### src/design/pfs_pkg.sv
// Purpose: Shared constants and types for the program-flow sequencer.
// Assumes: 100 MHz clock, 32-bit value field, 8-bit opcode/type/motor fields.
// Notes:   Tick period is derived from the clock rate.
`default_nettype none
package pfs_pkg;
  localparam int          CLK_MHZ        = 100;
  localparam int          TICK_MS        = 10;
  localparam int          TICK_CYCLES    = TICK_MS * 1000 * CLK_MHZ;
  localparam int          STACK_DEPTH    = 8;
  localparam int          PC_W           = 16;
  localparam int          NUM_AXES       = 6;
  localparam logic [7:0]  OP_JUMP        = 8'h16;
  localparam logic [7:0]  OP_CALL        = 8'h17;
  localparam logic [7:0]  OP_RETURN      = 8'h18;
  localparam logic [7:0]  OP_WAIT        = 8'h1b;
  localparam logic [7:0]  WT_TICKS       = 8'h00;
  localparam logic [7:0]  WT_POS         = 8'h01;
  localparam logic [7:0]  WT_HOME_SW     = 8'h02;
  localparam logic [7:0]  WT_END_SW      = 8'h03;
  localparam logic [7:0]  WT_HOMING_DONE = 8'h04;
  localparam logic [31:0] VAL_USE_ACCU   = 32'hffffffff;
  localparam logic [PC_W-1:0] PC_RESET   = 16'h0000;

  typedef struct packed {
    logic [7:0]  opcode;
    logic [7:0]  wtype;
    logic [7:0]  motor;
    logic [31:0] value;
  } pfs_instr_s;

  typedef struct packed {
    logic target_reached;
    logic home_switch;
    logic end_switch_left;
    logic end_switch_right;
    logic homing_done;
  } pfs_axis_s;
endpackage : pfs_pkg
`default_nettype wire

### src/design/pfs_sequencer.sv
// Purpose: Jump, call, return and wait execution for a stored-program interpreter.
// Assumes: One instruction offered per cycle with instr_valid_in; it is taken only while done_out is low.
// Notes:   Other opcodes are executed elsewhere; this block only advances past them when asked.
`timescale 1ns/1ps
`default_nettype none
module pfs_sequencer
(
  input  wire logic                       clk_in,          // 100 MHz clock
  input  wire logic                       reset_n_in,      // Synchronous reset, active low
  input  wire logic                       instr_valid_in,  // Instruction at pc_out is present
  input  wire pfs_pkg::pfs_instr_s        instr_in,        // Fetched instruction fields
  input  wire logic [31:0]                accu_in,         // Accumulator contents
  input  wire pfs_pkg::pfs_axis_s [5:0]   axis_in,         // Per-axis status
  input  wire logic                       clear_error_in,  // Clear-error instruction pulse
  output logic [pfs_pkg::PC_W-1:0]        pc_out,          // Program counter
  output logic                            done_out,        // Instruction retired pulse
  output logic                            waiting_out,     // Wait in progress
  output logic                            timeout_error_flag_out, // Sticky timeout flag
  output logic [3:0]                      depth_out        // Stack occupancy
);
  // ==========================================================================
  // Types and state
  // ==========================================================================
  typedef enum logic [0:0] {ST_IDLE, ST_WAIT} pfs_state_e;

  pfs_state_e                 state_r, state_nxt;
  logic [pfs_pkg::PC_W-1:0]   pc_r, pc_nxt;
  logic [pfs_pkg::PC_W-1:0]   stack_r [pfs_pkg::STACK_DEPTH];
  logic [pfs_pkg::PC_W-1:0]   stack_nxt [pfs_pkg::STACK_DEPTH];
  logic [3:0]                 depth_r, depth_nxt;
  logic [31:0]                limit_r, limit_nxt;
  logic [31:0]                ticks_r, ticks_nxt;
  logic [31:0]                presc_r, presc_nxt;
  logic [7:0]                 wtype_r, wtype_nxt;
  logic [2:0]                 axis_sel_r, axis_sel_nxt;
  logic                       done_r, done_nxt;
  logic                       err_r, err_nxt;
  logic                       tick;
  logic                       event_hit;
  logic                       timed_out;
  logic                       waiting_r, waiting_nxt;
  logic [pfs_pkg::PC_W-1:0]   ret_addr;

  // Picks the event of one axis for a given wait type.
  function automatic logic pfs_axis_event(input pfs_pkg::pfs_axis_s a, input logic [7:0] t);
    logic r;
    r = 1'b0;
    unique case (t)
      pfs_pkg::WT_POS:         r = a.target_reached;
      pfs_pkg::WT_HOME_SW:     r = a.home_switch;
      pfs_pkg::WT_END_SW:      r = a.end_switch_left | a.end_switch_right;
      pfs_pkg::WT_HOMING_DONE: r = a.homing_done;
      default:                 r = 1'b0;
    endcase
    return r;
  endfunction : pfs_axis_event

  // ==========================================================================
  // Tick timer
  // ==========================================================================
  // The prescaler restarts with every wait so the first tick is a full period.
  assign tick      = (presc_r == 32'(pfs_pkg::TICK_CYCLES - 1));
  assign event_hit = (wtype_r != pfs_pkg::WT_TICKS) &&
                     (axis_sel_r < 3'(pfs_pkg::NUM_AXES)) &&
                     pfs_axis_event(axis_in[axis_sel_r], wtype_r);
  // Tick waits end on the count; axis waits time out only with a nonzero limit.
  assign timed_out = tick && (ticks_r + 32'h1 >= limit_r) &&
                     ((wtype_r == pfs_pkg::WT_TICKS) || (limit_r != 32'h0));
  // The stack keeps the address of the call itself, so execution resumes one word later.
  assign ret_addr  = stack_r[3'(depth_r - 4'h1)] + 16'h1;

  // ==========================================================================
  // Sequencer next state
  // ==========================================================================
  always_comb
  begin
    state_nxt    = state_r;
    pc_nxt       = pc_r;
    stack_nxt    = stack_r;
    depth_nxt    = depth_r;
    limit_nxt    = limit_r;
    ticks_nxt    = ticks_r;
    presc_nxt    = presc_r;
    wtype_nxt    = wtype_r;
    axis_sel_nxt = axis_sel_r;
    done_nxt     = 1'b0;
    err_nxt      = err_r;
    if (clear_error_in)
      err_nxt = 1'b0;
    unique case (state_r)
      ST_IDLE:
      begin
        if (instr_valid_in && !done_r)
        begin
          done_nxt = 1'b1;
          pc_nxt   = pc_r + 16'h1;
          unique case (instr_in.opcode)
            pfs_pkg::OP_JUMP:
              pc_nxt = instr_in.value[pfs_pkg::PC_W-1:0];
            pfs_pkg::OP_CALL:
            begin
              if (depth_r < 4'(pfs_pkg::STACK_DEPTH))
              begin
                stack_nxt[depth_r[2:0]] = pc_r;
                depth_nxt = depth_r + 4'h1;
                pc_nxt    = instr_in.value[pfs_pkg::PC_W-1:0];
              end
              else
                pc_nxt = pc_r;
            end
            pfs_pkg::OP_RETURN:
            begin
              if (depth_r != 4'h0)
              begin
                depth_nxt = depth_r - 4'h1;
                pc_nxt    = ret_addr;
              end
              else
                pc_nxt = pc_r;
            end
            pfs_pkg::OP_WAIT:
            begin
              // Type codes above four are treated as an immediate continue.
              if (instr_in.wtype <= pfs_pkg::WT_HOMING_DONE)
              begin
                done_nxt     = 1'b0;
                pc_nxt       = pc_r;
                state_nxt    = ST_WAIT;
                wtype_nxt    = instr_in.wtype;
                axis_sel_nxt = instr_in.motor[2:0];
                limit_nxt    = (instr_in.value == pfs_pkg::VAL_USE_ACCU) ? accu_in
                                                                          : instr_in.value;
                ticks_nxt    = 32'h0;
                presc_nxt    = 32'h0;
              end
            end
            default:
            begin
            end
          endcase
        end
      end
      ST_WAIT:
      begin
        presc_nxt = tick ? 32'h0 : presc_r + 32'h1;
        if (tick)
          ticks_nxt = ticks_r + 32'h1;
        // A zero tick count ends at once; events take priority over timeout.
        if (event_hit || ((wtype_r == pfs_pkg::WT_TICKS) && limit_r == 32'h0))
        begin
          state_nxt = ST_IDLE;
          pc_nxt    = pc_r + 16'h1;
          done_nxt  = 1'b1;
        end
        else if (timed_out)
        begin
          state_nxt = ST_IDLE;
          pc_nxt    = pc_r + 16'h1;
          done_nxt  = 1'b1;
          if (wtype_r != pfs_pkg::WT_TICKS)
            err_nxt = 1'b1;
        end
      end
    endcase
    // Registered so the wait level leaves the block straight from a flop.
    waiting_nxt = (state_nxt == ST_WAIT);
  end

  always_ff @(posedge clk_in)
  begin
    if (!reset_n_in)
    begin
      state_r    <= ST_IDLE;
      pc_r       <= pfs_pkg::PC_RESET;
      depth_r    <= 4'h0;
      limit_r    <= 32'h0;
      ticks_r    <= 32'h0;
      presc_r    <= 32'h0;
      wtype_r    <= 8'h00;
      axis_sel_r <= 3'h0;
      done_r     <= 1'b0;
      err_r      <= 1'b0;
      waiting_r  <= 1'b0;
      for (int i = 0; i < pfs_pkg::STACK_DEPTH; i++)
        stack_r[i] <= 16'h0000;
    end
    else
    begin
      state_r    <= state_nxt;
      pc_r       <= pc_nxt;
      depth_r    <= depth_nxt;
      limit_r    <= limit_nxt;
      ticks_r    <= ticks_nxt;
      presc_r    <= presc_nxt;
      wtype_r    <= wtype_nxt;
      axis_sel_r <= axis_sel_nxt;
      done_r     <= done_nxt;
      err_r      <= err_nxt;
      waiting_r  <= waiting_nxt;
      stack_r    <= stack_nxt;
    end
  end

  assign pc_out                 = pc_r;
  assign done_out               = done_r;
  assign waiting_out            = waiting_r;
  assign timeout_error_flag_out = err_r;
  assign depth_out              = depth_r;
endmodule : pfs_sequencer
`default_nettype wire

### config.mk
export PLATFORM = sky130hd
export DESIGN_NAME = pfs_sequencer
export DESIGN_NICKNAME = d
export VERILOG_FILES = /design/src/design/pfs_pkg.sv /design/src/design/pfs_sequencer.sv
export SDC_FILE = /design/constraint.sdc
export NUM_CORES = 1
export LEC_CHECK = 0
export BUFFER_PORTS_ARGS = -buffer_cell sky130_fd_sc_hd__buf_2
export CORE_MARGIN = 10
export CORE_UTILIZATION = 55
export DETAILED_ROUTE_END_ITERATION = 12
export PLACE_DENSITY = 0.82
export SETUP_SLACK_MARGIN = 0.3
export SLEW_MARGIN = 20
export SYNTH_ARGS = -nofsm -noshare
export SYNTH_HDL_FRONTEND = slang
export SYNTH_SLANG_ARGS = --single-unit
### constraint.sdc
create_clock -name clk_in -period 5.1 [get_ports clk_in]
set_clock_uncertainty 0.2 [all_clocks]
set_input_delay 0.255 -clock clk_in [delete_from_list [all_inputs] [get_ports clk_in]]
set_output_delay 0.255 -clock clk_in [all_outputs]
set_load 0.02 [all_outputs]
==> After elaboration in Yosys (flattened, before gate mapping) <==
Cells that the tools add are included.
W data, S select, Z words.
{ "totals": {"reg_bits": 258, "input_bits": 122, "output_inout_bits": 23, "wordCells": 123} }
{ "classes": {"n_addsub": 6, "n_lt_le_gt_ge": 8, "eq_ne": 20, "n_mux": 45, "bitwise": 4, "reduce_logical": 22} }
{ "ops": {"columns": ["operator", "count"], "rows": [
  ["$mux W32", 6],
  ["$mux W16", 9],
  ["$bwmux W128", 1],
  ["$pmux W32 S2", 2],
  ["$add A32 B1 Y32 const B", 2],
  ["$pmux W16 S4", 1],
  ["$bmux W16 S3", 1],
  ["$demux W16 S3", 1],
  ["$add A16 B1 Y16 const B", 2],
  ["$eq A32 B20 Y1 const B", 1],
  ["$eq A32 B32 Y1 const B", 1],
  ["$eq A8 B5 Y1 const B", 4],
  ["$ge A32 B32 Y1", 1],
  ["$logic_not A32 Y1", 1],
  ["$pmux W16 S2", 1],
  ["$reduce_bool A32 Y1", 1],
  ["$eq A8 B2 Y1 const B", 2],
  ["$bmux W5 S3", 1],
  ["$mux W1", 15],
  ["$reduce_and A4 Y1", 3],
  ["$ne A2 B2 Y1 const B", 5],
  ["$reduce_and A5 Y1", 2],
  ["$ne A3 B3 Y1 const B", 3],
  ["$eq A8 B1 Y1 const B", 1],
  ["other kinds (27)", 38]
]} }

==> Longest topological paths before layout <==
{ "depth": {"word_depth": 10, "mapped_depth": 18, "depth_no_buf": 16} }

==> Least setup slack after synthesis <==
OpenSTA, ideal clock, no wires.
{ "synth_timing": {"path_type": "register -> register", "startpoint": "reg ticks_r[0]", "endpoint": "reg pc_r, in the netlist pc_out[0]", "setup_time_ns": 0.116, "arrival_ns": 3.749, "required_ns": 4.784, "slack_ns": 1.035, "stages_incl_launch_ff": 18, "path_cell_list": "dfxtp_1 > ha_1 > nand3_1 > nor4_2 > nand2_1 > nor3_2 > nand2_1 > xnor2_1 > ha_1 > nand4_1 > nor4_1 > nand2_1 > o211ai_1 > a31oi_1 > o211ai_4 > buf_4 > o221ai_1 > o211a_1"} }
{ "synth_between": {"elab_chain_len": 6} }
{ "synth_rtl": {"columns": ["item", "line_no", "text"], "rows": [
  ["from (decl)", "pfs_sequencer.sv:32", "logic [31:0] ticks_r, ticks_nxt;"],
  ["from (signal assigned)", "pfs_sequencer.sv:193", "ticks_r <= ticks_nxt;"],
  ["$add A32 B1 Y32", "pfs_sequencer.sv:67", "assign timed_out = tick && (ticks_r + 32'h1 >= limit_r) &&"],
  ["$ge A32 B32 Y1", "pfs_sequencer.sv:67", null],
  ["$logic_and A1 B1 Y1 (2 in a row)", "pfs_sequencer.sv:67", null],
  ["$ne A3 B2 Y1 (no line)", null, null],
  ["$reduce_and A5 Y1 (no line)", null, null],
  ["to (signal assigned)", "pfs_sequencer.sv:174", "pc_r <= pfs_pkg::PC_RESET;"],
  ["to (signal assigned)", "pfs_sequencer.sv:190", "pc_r <= pc_nxt;"],
  ["to (decl)", "pfs_sequencer.sv:27", "logic [pfs_pkg::PC_W-1:0] pc_r, pc_nxt;"]
]} }
Every way passes these cells.
A chain may end at the register's enable or synchronous reset.

==> Worst setup path in the final report <==
{ "layout_timing": {"startpoint": "reg ticks_r[0]", "endpoint": "reg pc_r, in the netlist pc_out[6]"} }
The elaborated chain is that of the path after synthesis.

==> impl_metrics.py <==
metrics = {
    "status": {
        "status": "complete, no violations",
    },
    "layout": {
        "nNetsFinal": 1925,
        "area_growth_pct": 20.2,
        "final_layout_size_suffix_gt1_share_pct": 15.4,
        "fillers": 1776,
        "multiInputGateArea_mm2": 0.00817,
        "regArea_mm2": 0.00517,
        "finalNonFillerCells": 2118,
    },
    "critical_path": {
        "worstPathCellList": "ha_1 > nand3_2 > nor4_4 > nand2_1 > nor3_4 > nand3_1 > xnor2_1 > ha_1 > nand4_1 > nor4_4 > nand2_1 > o211ai_1 > a31oi_4 > o211ai_4 > buf_4 > o21ai_1 > a31o_1",
        "cp-end-kind": "register",
        "path_max_fanout": 7,
        "crit_slowest_cell": "dfxtp_1",
        "crit_type": "register to register",
        "cp.required_ns": 5.34,
        "critPathLaunchType": "register",
        "crit_arrival_ns": 4.82,
        "cp_slowest_stage_delay_ns": 0.43,
    },
    "floorplan": {
        "core_area_mm2": 0.0250,
        "rows": 58,
        "die_area_mm2": 0.0320,
        "io_pins": 145,
        "initial_core_util_pct": 55.4,
        "die_y_um": 179,
        "die_w_um": 179,
    },
    "synthesis": {
        "synth.top_cell.area_share_pct": 37.2,
        "synth_seq_cells": 258,
        "synthesis.instances": 1606,
        "yosysTopAreaCell": "dfxtp_1",
        "netlist_top_cells_area": "dfxtp_1 37%, mux2i_1 10%, nor2_1 6.5%",
        "synth.net_count": 1767,
        "ys_types": 75,
        "yosys_warnings": 0,
        "async_flop_share_pct": 0,
        "syn_avg_cell_area_um2": 8.64,
        "syn_area_mm2": 0.0139,
        "ys_seq_area_share_pct": 37.2,
        "synthMostInstantiatedCell": "dfxtp_1",
        "synthFlopType": "dfxtp_1",
        "synth_common_cells": "258 x dfxtp_1, 242 x nor2_1, 145 x a21oi_1, 145 x mux2i_1, 112 x nand2_1",
        "synth_edf_count": 0,
    },
    "global_route": {
        "grt_max_degree": 146,
        "grtUsageTotal_pct": 26.0,
        "grt_pass1_wl_um": 68200,
        "grt_pass1_vias": 13300,
        "overflow": 0,
        "antenna_found_initial": 2,
    },
    "place": {
        "post-dp-hpwl_um": 26300,
        "dp_cells": 1982,
        "pre_cts_ws_ns": 0.216,
        "port_buffers": 139,
        "gp_congestion": 0.906,
    },
    "clock_tree": {
        "cts_sinks": 258,
        "insertion_delay_ns": 0.55,
        "path_clk_slew_ns": 0.06,
        "htree_levels": 1,
        "cts_buffer_depth": 3,
        "clock_tree.root_cell": "clkbuf_16",
        "cts_buffers": 28,
        "cts_tree": "done",
    },
    "power": {
        "p_leak_nw": 7.31,
        "total_power_mw": 4.75,
        "ir_worst_vdd_uv": 260,
        "p_per_area_mw_per_mm2": 284,
    },
    "timing": {
        "layout_setup_ws_ns": 0.516,
        "setup_viol": 0,
        "finalMaxSlewViolations": 0,
        "max_freq_mhz": 218,
        "rsz0062_at_grt": "no",
        "hold_viol": 0,
        "tns_ns": 0,
        "slew_headroom_pct": 26.0,
        "worst_slew_pin_slew_ns": 1.11,
        "period_needed_ns": 4.58,
        "holdWs_ns": 0.0367,
        "finalCritPeriodShare_pct": 89.9,
    },
    "drt": {
        "postRouteAntennaNets": 0,
        "routedWlPerCell_um": 20.3,
        "vias": 13300,
        "wirelength_um": 42900,
        "vias_per_cell": 6.27,
        "drtPass1Iterations": 8,
        "drc_errors": 0,
        "drtIter0Drc": 1308,
    },
    "job": {
        "maxCapViolations": 0,
    },
    "worst_hold_path": {
        "holdCritPathClass": "primary input to register",
    },
}
## cells by family after synthesis
group | Yosys count | share of synthesized area (%)
compound gates | 301 | 13.5
xor+xnor | 55 | 3.66
flops | 258 | 37.2
mux | 180 | 16.1
simple gates | 621 | 21.5
fa+ha+maj | 39 | 3.52
buf+inv | 152 | 4.62
## critical path: cells and delay by family (launching register included)
| family | cells | cell delay [ns] |
|---|---|---|
| and+or+nand+nor | 8 | 2.00 |
| buffers and inverters | 1 | 0.17 |
| AOI/OAI and AO/OA | 5 | 0.95 |
| DFF | 1 | 0.43 |
| adders and majority gates | 2 | 0.56 |
| xor gates and xnor gates | 1 | 0.17 |
## routing by layer
metal	global-route usage, %	up-vias	wire length, µm
met5	0	-	0
met4	13.6	0	2290
met3	4.23	180	3020
met2	46.4	611	21600
met1	29.0	6388	16000
li1	-	6108	-
## cell usage in the layout, fill, tap and decap left out, drive strengths merged, types with 9 or more instances in the layout
cell type | netlist | routed
nor2 | 242 | 242
a21o | 9 | 9
a211oi | 9 | 9
nor3b | 9 | 9
dlygate4sd3 | 0 | 76
nor2b | 12 | 12
nor3 | 25 | 25
buf | 23 | 162
clkbuf | 88 | 33
o21ai | 55 | 55
nand4 | 38 | 38
dfxtp | 258 | 258
nand3b | 10 | 10
nand3 | 74 | 74
a22oi | 23 | 23
xor2 | 24 | 24
or3 | 16 | 16
a21oi | 146 | 146
bufinv | 0 | 10
xnor2 | 31 | 31
inv | 40 | 42
ha | 39 | 39
mux2i | 145 | 145
nand2 | 112 | 112
mux4 | 34 | 34
nor4 | 22 | 22
and3 | 27 | 27
## through the flow
step	instance area (µm²)	util, %
2_1_floorplan	13900	-
3_3_place_gp	14700	58.6
3_5_place_dp	14700	58.6
4_1_cts	16600	66.3
5_1_grt	16700	66.7
6_report	16700	66.7
## repair_timing
action | 4_1_cts | 5_1_grt
endpoints found under the hold margin | 46 | 0
setup buffers | 0 | 5
gates cloned | 1 | 0
setup endpoints to repair | 4 | 18
hold buffers | 76 | 0
pin swaps | 1 | 1
gates resized for setup | 0 | 8
## final timing paths
check / start / end / cells past startpoint / slack, ns
worst min-delay path: reset_n_in / pc_out[0]$_SDFFE_PN0P_ / 2 / 0.04
worst max-delay path: ticks_r[0]$_SDFFE_PN0P_ / pc_out[6]$_SDFFE_PN0P_ / 17 / 0.52
worst min register to register: stack_r[113]$_SDFFE_PN0P_ / stack_r[113]$_SDFFE_PN0P_ / 2 / 0.26
worst max register to register: ticks_r[0]$_SDFFE_PN0P_ / pc_out[6]$_SDFFE_PN0P_ / 17 / 0.52
## area by class of cell
class	count	area share, %
multi-input combinational	1197	48.9
sequential	258	31.0
timing repair buffer	238	9.84
clock buffer	33	4.62
tap	330	2.47
clock inverter	19	2.20
inverter	41	0.952
antenna	2	0.0300
## registers in the layout, indices dropped and copies added, names as in the netlist
| register | count |
|---|---|
| axis_sel_r | 3 |
| depth_out | 4 |
| done_out | 1 |
| limit_r | 32 |
| pc_out | 16 |
| presc_r | 32 |
| stack_r | 128 |
| ticks_r | 32 |
| timeout_error_flag_out | 1 |
| waiting_out | 1 |
| wtype_r | 8 |
## power by group
part / internal (mW) / total [mW] / switching, mW
Clock: 1.59 / 2.47 / 0.884
Combinational: 0.107 / 0.228 / 0.120
Sequential: 2.02 / 2.05 / 0.0249
Total: 3.72 / 4.75 / 1.03
Note: power is estimated with default switching activity, not from simulation.
